`src/shared/klt_consts.vh`:
```
// Constants for the key learning and tag detect command block.
`ifndef KLT_CONSTS_VH
`define KLT_CONSTS_VH
// ==================================================================
// Register byte offsets
`define KLT_A_CMD      8'h00
`define KLT_A_ARG0     8'h04
`define KLT_A_ARG1     8'h08
`define KLT_A_ARG2     8'h0C
`define KLT_A_RESP     8'h10
`define KLT_A_RVAL0    8'h14
`define KLT_A_RVAL1    8'h18
`define KLT_A_RVAL2    8'h1C
`define KLT_A_ROLE     8'h20
// ==================================================================
// Command codes and fields
`define KLT_C_LEARN    4'h1
`define KLT_C_BIND     4'h2
`define KLT_C_ONEP     4'h3
`define KLT_C_TAG      4'h4
`define KLT_C_HOLD     4'h5
`define KLT_C_KEYCFG   4'h6
`define KLT_CMD_QUERY  7
`define KLT_RESP_OK    8
`define KLT_RESP_ERR   9
// ==================================================================
// Values
`define KLT_ONEP_ON    8'hF1
`define KLT_ONEP_OFF   8'h00
`define KLT_ADDR_MIN   16'h0001
`define KLT_ADDR_MAX   16'hFF00
`define KLT_TAG_MAX    4'h9
`define KLT_HOLD_MAX   4'h9
`define KLT_HOLD_RST   4'h3
`define KLT_ROLE_CENTRAL 4'h1
`define KLT_ROLE_TAG     4'h8
`define KLT_ROLE_RST     4'h0
// ==================================================================
// Timing
`define KLT_CLK_HZ     10000000
`define KLT_HOLD_UNIT_S 1
`define KLT_SEC_CYC    (`KLT_HOLD_UNIT_S * `KLT_CLK_HZ)
`endif

```
`src/verilog/klt_cmd_core.v`:
```
// Command interpreter for key learning, one-press binding and tag detection.
`timescale 1ns/1ps
`include "klt_consts.vh"
module klt_cmd_core #(
	parameter SEC_CYC = `KLT_SEC_CYC
) (
	input  wire        clk_sys_i,
	input  wire        resetn_i,
	input  wire [7:0]  addr_i,
	input  wire [31:0] wdata_i,
	input  wire        wr_i,
	input  wire        rd_i,
	output reg  [31:0] rdata_o,
	input  wire        rkey_valid_i,
	input  wire [15:0] rkey_addr_i,
	input  wire [3:0]  rkey_pin_i,
	input  wire        rkey_level_i,
	input  wire        bind_button_pin_i,
	input  wire        scan_valid_i,
	input  wire [47:0] scan_addr_i,
	input  wire [7:0]  scan_rssi_i,
	input  wire        tag_seen_i,
	input  wire [47:0] tag_mac_i,
	output reg  [4:0]  out_o,
	output reg         connect_req_o,
	output reg  [47:0] connect_addr_o
);

	function in_1_5;
		input [3:0] v;
		in_1_5 = (v >= 4'h1) && (v <= 4'h5);
	endfunction

	// The divider is 24 bits wide, which covers a one-second period for clocks up to 16 MHz.
	localparam [31:0] DIV_LAST = SEC_CYC - 1;

	// ==================================================================
	// State
	reg        learn_r;
	reg [7:0]  onep_r;
	reg [3:0]  role_r;
	reg [31:0] arg0_r;
	reg [31:0] arg1_r;
	reg [15:0] arg2_r;
	reg [3:0]  resp_code_r;
	reg        resp_ok_r;
	reg        resp_err_r;
	reg [31:0] rval0_r;
	reg [31:0] rval1_r;
	reg [15:0] rval2_r;
	reg [3:0]  lb_pin_r  [1:5];
	reg [15:0] lb_addr_r [1:5];
	reg [3:0]  kcfg_r    [1:5];
	reg [3:0]  tag_out_r [0:9];
	reg [47:0] tag_mac_r [0:9];
	reg [3:0]  hold_r    [0:9];
	reg [3:0]  tcnt_r    [0:9];
	reg [5:1]  key_lvl_r;
	reg [23:0] div_r;
	reg        tick_r;
	reg        btn_s1_r;
	reg        btn_s2_r;
	reg        btn_d_r;
	reg        best_vld_r;
	reg [7:0]  best_rssi_r;
	reg [47:0] best_addr_r;
	// Each process keeps its own loop index.
	integer    i;
	integer    j;
	integer    k;
	integer    t;

	wire [3:0]  p1 = arg0_r[3:0];
	wire [3:0]  p2 = arg0_r[7:4];
	wire [15:0] p3 = arg0_r[23:8];
	wire [7:0]  pb = arg0_r[7:0];
	wire        cmd_go = wr_i && (addr_i == `KLT_A_CMD);
	wire [3:0]  code = wdata_i[3:0];
	wire        qry = wdata_i[`KLT_CMD_QUERY];
	wire        press = btn_s2_r && !btn_d_r;
	wire        wr_arg0 = wr_i && (addr_i == `KLT_A_ARG0);
	wire        wr_arg1 = wr_i && (addr_i == `KLT_A_ARG1);
	wire        wr_arg2 = wr_i && (addr_i == `KLT_A_ARG2);
	wire        wr_role = wr_i && (addr_i == `KLT_A_ROLE);

	// ==================================================================
	// Argument check
	// A refused command changes no state; only the response registers move.
	reg cmd_ok;
	always @* begin
		case (code)
			`KLT_C_LEARN: cmd_ok = qry || (p1 <= 4'h1);
			`KLT_C_BIND: cmd_ok = in_1_5(p1) && (qry || (learn_r && in_1_5(p2) &&
				(p3 >= `KLT_ADDR_MIN) && (p3 <= `KLT_ADDR_MAX)));
			`KLT_C_ONEP: cmd_ok = qry || (pb == `KLT_ONEP_ON) || (pb == `KLT_ONEP_OFF);
			`KLT_C_TAG: cmd_ok = (p1 <= `KLT_TAG_MAX) && (qry || in_1_5(p2));
			`KLT_C_HOLD: cmd_ok = (p1 <= `KLT_TAG_MAX) && (qry || (p2 <= `KLT_HOLD_MAX));
			`KLT_C_KEYCFG: cmd_ok = in_1_5(p1) && (qry || (p2 <= 4'h5));
			default: cmd_ok = 1'b0;
		endcase
	end

	// ==================================================================
	// Read mux
	// Unused offsets read as zero so that software never picks up stale data.
	reg [31:0] resp_word;
	always @* begin
		resp_word = 32'h00000000;
		resp_word[3:0] = resp_code_r;
		resp_word[`KLT_RESP_OK] = resp_ok_r;
		resp_word[`KLT_RESP_ERR] = resp_err_r;
	end

	reg [31:0] rd_mux;
	always @* begin
		case (addr_i)
			`KLT_A_ARG0: rd_mux = arg0_r;
			`KLT_A_ARG1: rd_mux = arg1_r;
			`KLT_A_ARG2: rd_mux = {16'h0000, arg2_r};
			`KLT_A_RESP: rd_mux = resp_word;
			`KLT_A_RVAL0: rd_mux = rval0_r;
			`KLT_A_RVAL1: rd_mux = rval1_r;
			`KLT_A_RVAL2: rd_mux = {16'h0000, rval2_r};
			`KLT_A_ROLE: rd_mux = {28'h0000000, role_r};
			default: rd_mux = 32'h00000000;
		endcase
	end

	// Tag outputs: any live counter raises the output its entry names.
	reg [5:1] tag_lvl;
	always @* begin
		tag_lvl = 5'h00;
		for (i = 0; i < 10; i = i + 1) begin
			if ((tcnt_r[i] != 4'h0) && in_1_5(tag_out_r[i])) begin
				tag_lvl[tag_out_r[i]] = 1'b1;
			end
		end
	end

	// ==================================================================
	// Registers and command execution
	always @(posedge clk_sys_i or negedge resetn_i) begin
		if (!resetn_i) begin
			learn_r <= 1'b0;
			onep_r <= `KLT_ONEP_OFF;
			role_r <= `KLT_ROLE_RST;
			arg0_r <= 32'h00000000;
			arg1_r <= 32'h00000000;
			arg2_r <= 16'h0000;
			resp_code_r <= 4'h0;
			resp_ok_r <= 1'b0;
			resp_err_r <= 1'b0;
			rval0_r <= 32'h00000000;
			rval1_r <= 32'h00000000;
			rval2_r <= 16'h0000;
			rdata_o <= 32'h00000000;
			for (j = 1; j <= 5; j = j + 1) begin
				lb_pin_r[j] <= 4'h0;
				lb_addr_r[j] <= 16'h0000;
				kcfg_r[j] <= 4'h0;
			end
			for (j = 0; j < 10; j = j + 1) begin
				tag_out_r[j] <= 4'h0;
				tag_mac_r[j] <= 48'h000000000000;
				hold_r[j] <= `KLT_HOLD_RST;
			end
		end else begin
			rdata_o <= rd_i ? rd_mux : 32'h00000000;
			if (wr_arg0) begin
				arg0_r <= wdata_i;
			end
			if (wr_arg1) begin
				arg1_r <= wdata_i;
			end
			if (wr_arg2) begin
				arg2_r <= wdata_i[15:0];
			end
			if (wr_role) begin
				role_r <= wdata_i[3:0];
			end
			// The command word acts on the arguments already held, so they are written first.
			if (cmd_go) begin
				resp_code_r <= code;
				resp_ok_r <= cmd_ok;
				resp_err_r <= !cmd_ok;
				rval0_r <= 32'h00000000;
				rval1_r <= 32'h00000000;
				rval2_r <= 16'h0000;
				if (cmd_ok) begin
					case (code)
						`KLT_C_LEARN: begin
							if (qry) rval0_r <= {31'h00000000, learn_r};
							else learn_r <= p1[0];
						end
						`KLT_C_BIND: begin
							if (qry) begin
								rval0_r <= {8'h00, lb_addr_r[p1], lb_pin_r[p1], p1};
							end else begin
								lb_pin_r[p1] <= p2;
								lb_addr_r[p1] <= p3;
							end
						end
						`KLT_C_ONEP: begin
							if (qry) rval0_r <= {24'h000000, onep_r};
							else onep_r <= pb;
						end
						`KLT_C_TAG: begin
							if (qry) begin
								rval0_r <= {24'h000000, tag_out_r[p1], p1};
								rval1_r <= tag_mac_r[p1][31:0];
								rval2_r <= tag_mac_r[p1][47:32];
							end else begin
								tag_out_r[p1] <= p2;
								tag_mac_r[p1] <= {arg2_r, arg1_r};
							end
						end
						`KLT_C_HOLD: begin
							if (qry) rval0_r <= {24'h000000, hold_r[p1], p1};
							else hold_r[p1] <= p2;
						end
						`KLT_C_KEYCFG: begin
							if (qry) rval0_r <= {24'h000000, kcfg_r[p1], p1};
							else kcfg_r[p1] <= p2;
						end
						default: begin
						end
					endcase
				end
			end
		end
	end

	// ==================================================================
	// Remote key to output levels
	always @(posedge clk_sys_i or negedge resetn_i) begin
		if (!resetn_i) begin
			key_lvl_r <= 5'h00;
		end else if (rkey_valid_i) begin
			if (learn_r) begin
				// Every matching entry follows, so one key can drive several outputs.
				// Address 0000 marks an unbound entry, which must never follow a key event.
				for (k = 1; k <= 5; k = k + 1) begin
					if ((lb_addr_r[k] == rkey_addr_i) && (lb_pin_r[k] == rkey_pin_i) &&
						(lb_addr_r[k] != 16'h0000)) begin
						key_lvl_r[k] <= rkey_level_i;
					end
				end
			end else if (in_1_5(rkey_pin_i) && in_1_5(kcfg_r[rkey_pin_i])) begin
				key_lvl_r[kcfg_r[rkey_pin_i]] <= rkey_level_i;
			end
		end
	end

	// ==================================================================
	// Seconds tick and tag hold counters
	always @(posedge clk_sys_i or negedge resetn_i) begin
		if (!resetn_i) begin
			div_r <= 24'h000000;
			tick_r <= 1'b0;
			for (t = 0; t < 10; t = t + 1) begin
				tcnt_r[t] <= 4'h0;
			end
		end else begin
			tick_r <= (div_r == DIV_LAST[23:0]);
			div_r <= (div_r == DIV_LAST[23:0]) ? 24'h000000 : div_r + 24'h000001;
			for (t = 0; t < 10; t = t + 1) begin
				// The extra second covers the tick phase, so expiry is never early.
				// A sighting wins over a tick in the same cycle, so a tag in range never drops.
				if (tag_seen_i && (tag_mac_r[t] == tag_mac_i) && in_1_5(tag_out_r[t])) begin
					tcnt_r[t] <= hold_r[t] + 4'h1;
				end else if (tick_r && (tcnt_r[t] != 4'h0)) begin
					tcnt_r[t] <= tcnt_r[t] - 4'h1;
				end
			end
		end
	end

	// ==================================================================
	// Bind button synchroniser and edge detector
	// The pin is asynchronous, so only the second stage feeds any logic.
	always @(posedge clk_sys_i or negedge resetn_i) begin
		if (!resetn_i) begin
			btn_s1_r <= 1'b0;
			btn_s2_r <= 1'b0;
			btn_d_r <= 1'b0;
		end else begin
			btn_s1_r <= bind_button_pin_i;
			btn_s2_r <= btn_s1_r;
			btn_d_r <= btn_s2_r;
		end
	end

	// ==================================================================
	// One-press binding to the strongest peer
	// A scan in the same cycle as a bind is dropped; the next scan rebuilds the record.
	always @(posedge clk_sys_i or negedge resetn_i) begin
		if (!resetn_i) begin
			best_vld_r <= 1'b0;
			best_rssi_r <= 8'h00;
			best_addr_r <= 48'h000000000000;
			connect_req_o <= 1'b0;
			connect_addr_o <= 48'h000000000000;
		end else begin
			connect_req_o <= 1'b0;
			if (press && (role_r == `KLT_ROLE_CENTRAL) && (onep_r == `KLT_ONEP_ON) &&
				best_vld_r) begin
				connect_req_o <= 1'b1;
				connect_addr_o <= best_addr_r;
				best_vld_r <= 1'b0;
			end else if (scan_valid_i && (!best_vld_r || (scan_rssi_i > best_rssi_r))) begin
				best_vld_r <= 1'b1;
				best_rssi_r <= scan_rssi_i;
				best_addr_r <= scan_addr_i;
			end
		end
	end

	// ==================================================================
	// Output pins
	// The role selects the source, so a role write moves the pins on the next edge.
	always @(posedge clk_sys_i or negedge resetn_i) begin
		if (!resetn_i) begin
			out_o <= 5'h00;
		end else begin
			out_o <= (role_r == `KLT_ROLE_TAG) ? tag_lvl : key_lvl_r;
		end
	end

endmodule // klt_cmd_core

```
`config.mk`:
```
export PLATFORM = sky130hd
export DESIGN_NAME = klt_cmd_core
export DESIGN_NICKNAME = d
export VERILOG_FILES = /design/src/verilog/klt_cmd_core.v
export VERILOG_INCLUDE_DIRS = /design/src /design/src/shared
export SDC_FILE = /design/constraint.sdc
export NUM_CORES = 2
export LEC_CHECK = 0
export BUFFER_PORTS_ARGS = -buffer_cell sky130_fd_sc_hd__buf_2
export CAP_MARGIN = 10
export CELL_PAD_IN_SITES_DETAIL_PLACEMENT = 1
export CELL_PAD_IN_SITES_GLOBAL_PLACEMENT = 2
export CORE_UTILIZATION = 45
export CTS_BUF_LIST = sky130_fd_sc_hd__clkbuf_4
export DETAILED_ROUTE_END_ITERATION = 10
export PLACE_DENSITY = 0.95
export SLEW_MARGIN = 15
export SYNTH_ARGS = -nofsm -noshare
export SYNTH_HDL_FRONTEND = slang
export SYNTH_SLANG_ARGS = --single-unit
export TNS_END_PERCENT = 20
```
`constraint.sdc`:
```
create_clock -name clk_sys_i -period 3.05 [get_ports clk_sys_i]
set_input_delay 0.61 -clock clk_sys_i [delete_from_list [all_inputs] [get_ports clk_sys_i]]
set_output_delay 0.61 -clock clk_sys_i [all_outputs]
set_load 0.05 [all_outputs]
```
==> metrics.md <==
| Metric | Value |
|---|---|
| Status | finished with violations |
| Failing checks | DRC, setup timing |
| HPWL after DPL | 175000 um |
| Clock root cell | clkbuf_4 |
| GRT Total Usage | 0.386 |
| CP required | 4.16 ns |
| Routed len/inst | 34.6 um |
| Final Max Slew Viols | 0 |
| Max Clk Rate | 323 MHz |
| Critical Path Sink Type | register |
| GRT Residual Overflow | 0 |
| Longest Clk Path Bufs | 4 |
| Unrepaired setup endpoints after global routing | no |
| Final Setup Violations | 2 |
| Postcts setup bufs | 0 |
| Mapped Area | about 0.056 mm2 |
| Non-filler cells in the finished layout | 7107 |
| Routability Congestion | 1.03 |
| Combinational share of power | 0.109 |
| Post-synthesis xor/xnor area fraction | 0.0905 |
| Final hold slack | between 0.08 and 0.09 ns |
| EDFF count, synth | 0 |
| Clock Sinks | 1067 |
| Synth Area in Simple Gates | 0.0749 |
| Largest family of logic cells by synthesized area | multiplexers |
| Hold Fails Final Rpt | 0 |
| Syn_nets | 4724 |
| Power Total | 32.3 mW |
| Setup CP Type | register to register |
| Clock Skew | 0.157 ns |
| Drt pass-1 iters | 10 |
| Number of DRC violations after detailed-routing iteration 0 | 5497 |
| I/O pins | 259 |
| Synth Instances | 4522 |
| Yosys reg bits | 1067 |
| Initial cell density of the core | 0.455 |
| CTS Buf Count | 309 |
| Max FO, Critical Path | 3 |
| Routed vias | about 45000 |
| Drt drc | 36 |
| Power Density | 483 mW/mm2 |
| Largest net degree at the start of global routing | 112 |
| First-pass GRT wire length | 352000 um |
| Clock latency on the worst-skew pair | 1.36 ns |
| Fill cells | 12807 |
| Die height | 356 um |
| WP data arrival | approximately 4.2 ns |
| Top Family by Delay on Critical Path | simple AND/OR/NAND/NOR gates |
| Slew @ Worst Pin | 1.05 ns |
| Clock power share | 0.423 |
| Power Internal | around 23 mW |
| Initial antenna violation count | 24 |
| Layout cells sized above 1 | 0.405 |
| Slew margin rel. | 0.300 |
| Sequential power share | 0.469 |
| Synth unique cells | 83 |
| Avg Synthesized Cell Area | 12.5 um2 |
| Synth Flop Type | dfrtp_1 |
| Fin nets | 5471 |
| Detailed Route WL | 246000 um |
| Critical Path Source Type | register |
| Die Area | roughly 0.13 mm2 |
| Number of core rows | 129 |
| Max incr delay on CP | 0.81 ns |
| Max rail drop VDD | ~0.4 mV |
| Vias in the first global route | 48260 |
| Die W | 356 um |
| Sw Pwr | 9.50 mW |
| Final setup margin | -0.0476 ns |
| Via-per-instance ratio | ~6.4 |
| Fin crit share | 1.02 |
| Buf/Inv on CP | 1 |
| Most frequent cells in the layout | dfrtp_1, mux2_2, clkbuf_4 |
| Synth Area in Adders | 0.00642 |
| Complex-gate fraction of the synthesized area | 0.0630 |
| Worst hold path class | input pin to register |
| Net Sw Frac | 0.294 |
| Inst Count DP | 6492 |
| Most common cell after layout, fill and taps aside | dfrtp_1 |
| Post-route ant nets | 0 |
| Pre-CTS WS | -0.491 ns |
| CP Cell Sequence | xor2_1, nor4_1, nand4_1, nor4_2, buf_4, mux2_2 |
| Seq/Total Area, Yosys | 0.473 |
| Htree depth | 5 |
| Core box area | approximately 0.12 mm2 |
| Max_cap viols | 0 |
| Setup TNS | -0.0566 ns |
| IO buf count | 258 |
| Clock-pin slew on the worst setup and hold paths | 0.07 ns |
| Tmin final | ~3.1 ns |
| Area grow syn2layout | 18.6% |
| CP max-delay cell | nor4_1 |
| Async set-or-reset flop fraction in the synthesized netlist | 1.00 |
| Yosys warning count | 0 |
| Mux cell area share after synthesis | 0.254 |
| Leak pwr | 30.5 nW |
| TritonCTS clock tree | yes |
routing by layer:
metal | up-vias | global-route usage | wire, um
met4 | 10 | 0.224 | 16100
met3 | 697 | 0.131 | 27700
met1 | 23789 | 0.488 | 93900
met2 | 2870 | 0.575 | 108000
met5 | - | 0 | 69
li1 | 18094 | - | -
metrics by stage:
stage | cell area, um2 | utilization
3_3_place_gp | 62300 | 0.502
3_5_place_dp | 62300 | 0.502
6_report | 67000 | 0.540
5_1_grt | 67000 | 0.540
2_1_floorplan | 56500 | -
4_1_cts | 67000 | 0.540
path summary, 6_finish.rpt:
| kind | from | end | slack (ns) | depth (start not counted) |
|---|---|---|---|---|
| max | tag_mac_r[353]$_DFFE_PN0P_ | tcnt_r[29]$_DFFE_PN0P_ | -0.05 | 6 |
| min | wdata_i[15] | arg0_r[15]$_DFFE_PN0P_ | 0.09 | 3 |
| max reg2reg | tag_mac_r[353]$_DFFE_PN0P_ | tcnt_r[29]$_DFFE_PN0P_ | -0.05 | 6 |
| min reg2reg | btn_s1_r$_DFF_PN0_ | btn_s2_r$_DFF_PN0_ | 0.37 | 0 |
| max in group asynchronous | resetn_i | lb_pin_r[11]$_DFFE_PN0P_ | 2.09 | 3 |
| min in group asynchronous | resetn_i | rval1_r[4]$_DFFE_PN0P_ | 0.11 | 3 |
area by class of cell:
cell class	count	area [um2]	share of cell area
multi-input combinational	3020	27800	0.415
sequential	1067	26700	0.399
timing repair buffer	777	6420	0.0958
clock buffer	437	3280	0.0489
tap	1637	2050	0.0306
inverter	94	353	0.00526
clock inverter	61	343	0.00512
antenna	14	35.0	0.000523
power by group through the flow:
stage,logic (mW),clock network (mW),registers [mW]
floorplan,1.70,0,15.1
global placement,3.07,0,15.3
detailed placement,3.18,0,15.3
CTS,3.33,13.5,15.1
global route,3.65,14.5,15.2
finish,3.52,13.7,15.2
worst min-delay path, cell delays in order:
cell and delay (ns):
dlygate4sd3_1 0.52, buf_2 0.13, mux2_2 0.14
state kept, by name (all words and copies together) (netlist names), 16 cells and up:
name / count
tag_mac_r: 480
div_r: 24
hold_r: 40
rval2_r: 16
lb_addr_r: 80
best_addr_r: 48
rval0_r: 24
lb_pin_r: 20
rdata_o: 32
arg1_r: 32
tcnt_r: 40
tag_out_r: 40
rval1_r: 32
arg0_r: 32
connect_addr_o: 48
kcfg_r: 20
arg2_r: 16
synthesized netlist by cell type (all sizes together) (51+ instances only):
master  instances  area share
buf           185       0.021
xnor2         266       0.041
a221oi         70       0.011
nor2          122      0.0082
dfrtp        1047        0.46
mux4          104       0.041
nor3           56      0.0052
mux2          900        0.19
mux2i         134       0.024
a21oi          51      0.0052
xor2          318       0.049
nand3          68      0.0060
clkbuf        156       0.010
nand4          98       0.011
nor4          132       0.015
inv            93      0.0062
o21ai         100      0.0089
nand2         199       0.013
timing repair:
action | 4_1_cts | 5_1_grt
hold buffers | 103 | 0
endpoints found under the hold margin | 1210 | 0
endpoints found under the setup margin | 0 | 68
gates resized for setup | 0 | 4
cells by family after synthesis:
logic type	Yosys count
muxes	1138
AOI/OAI and AO/OA	472
adders and majority gates	29
buffers and inverters	435
and+or+nand+nor	797
xor gates and xnor gates	584
DFF	1067
Power figures use the tool's default switching activity.
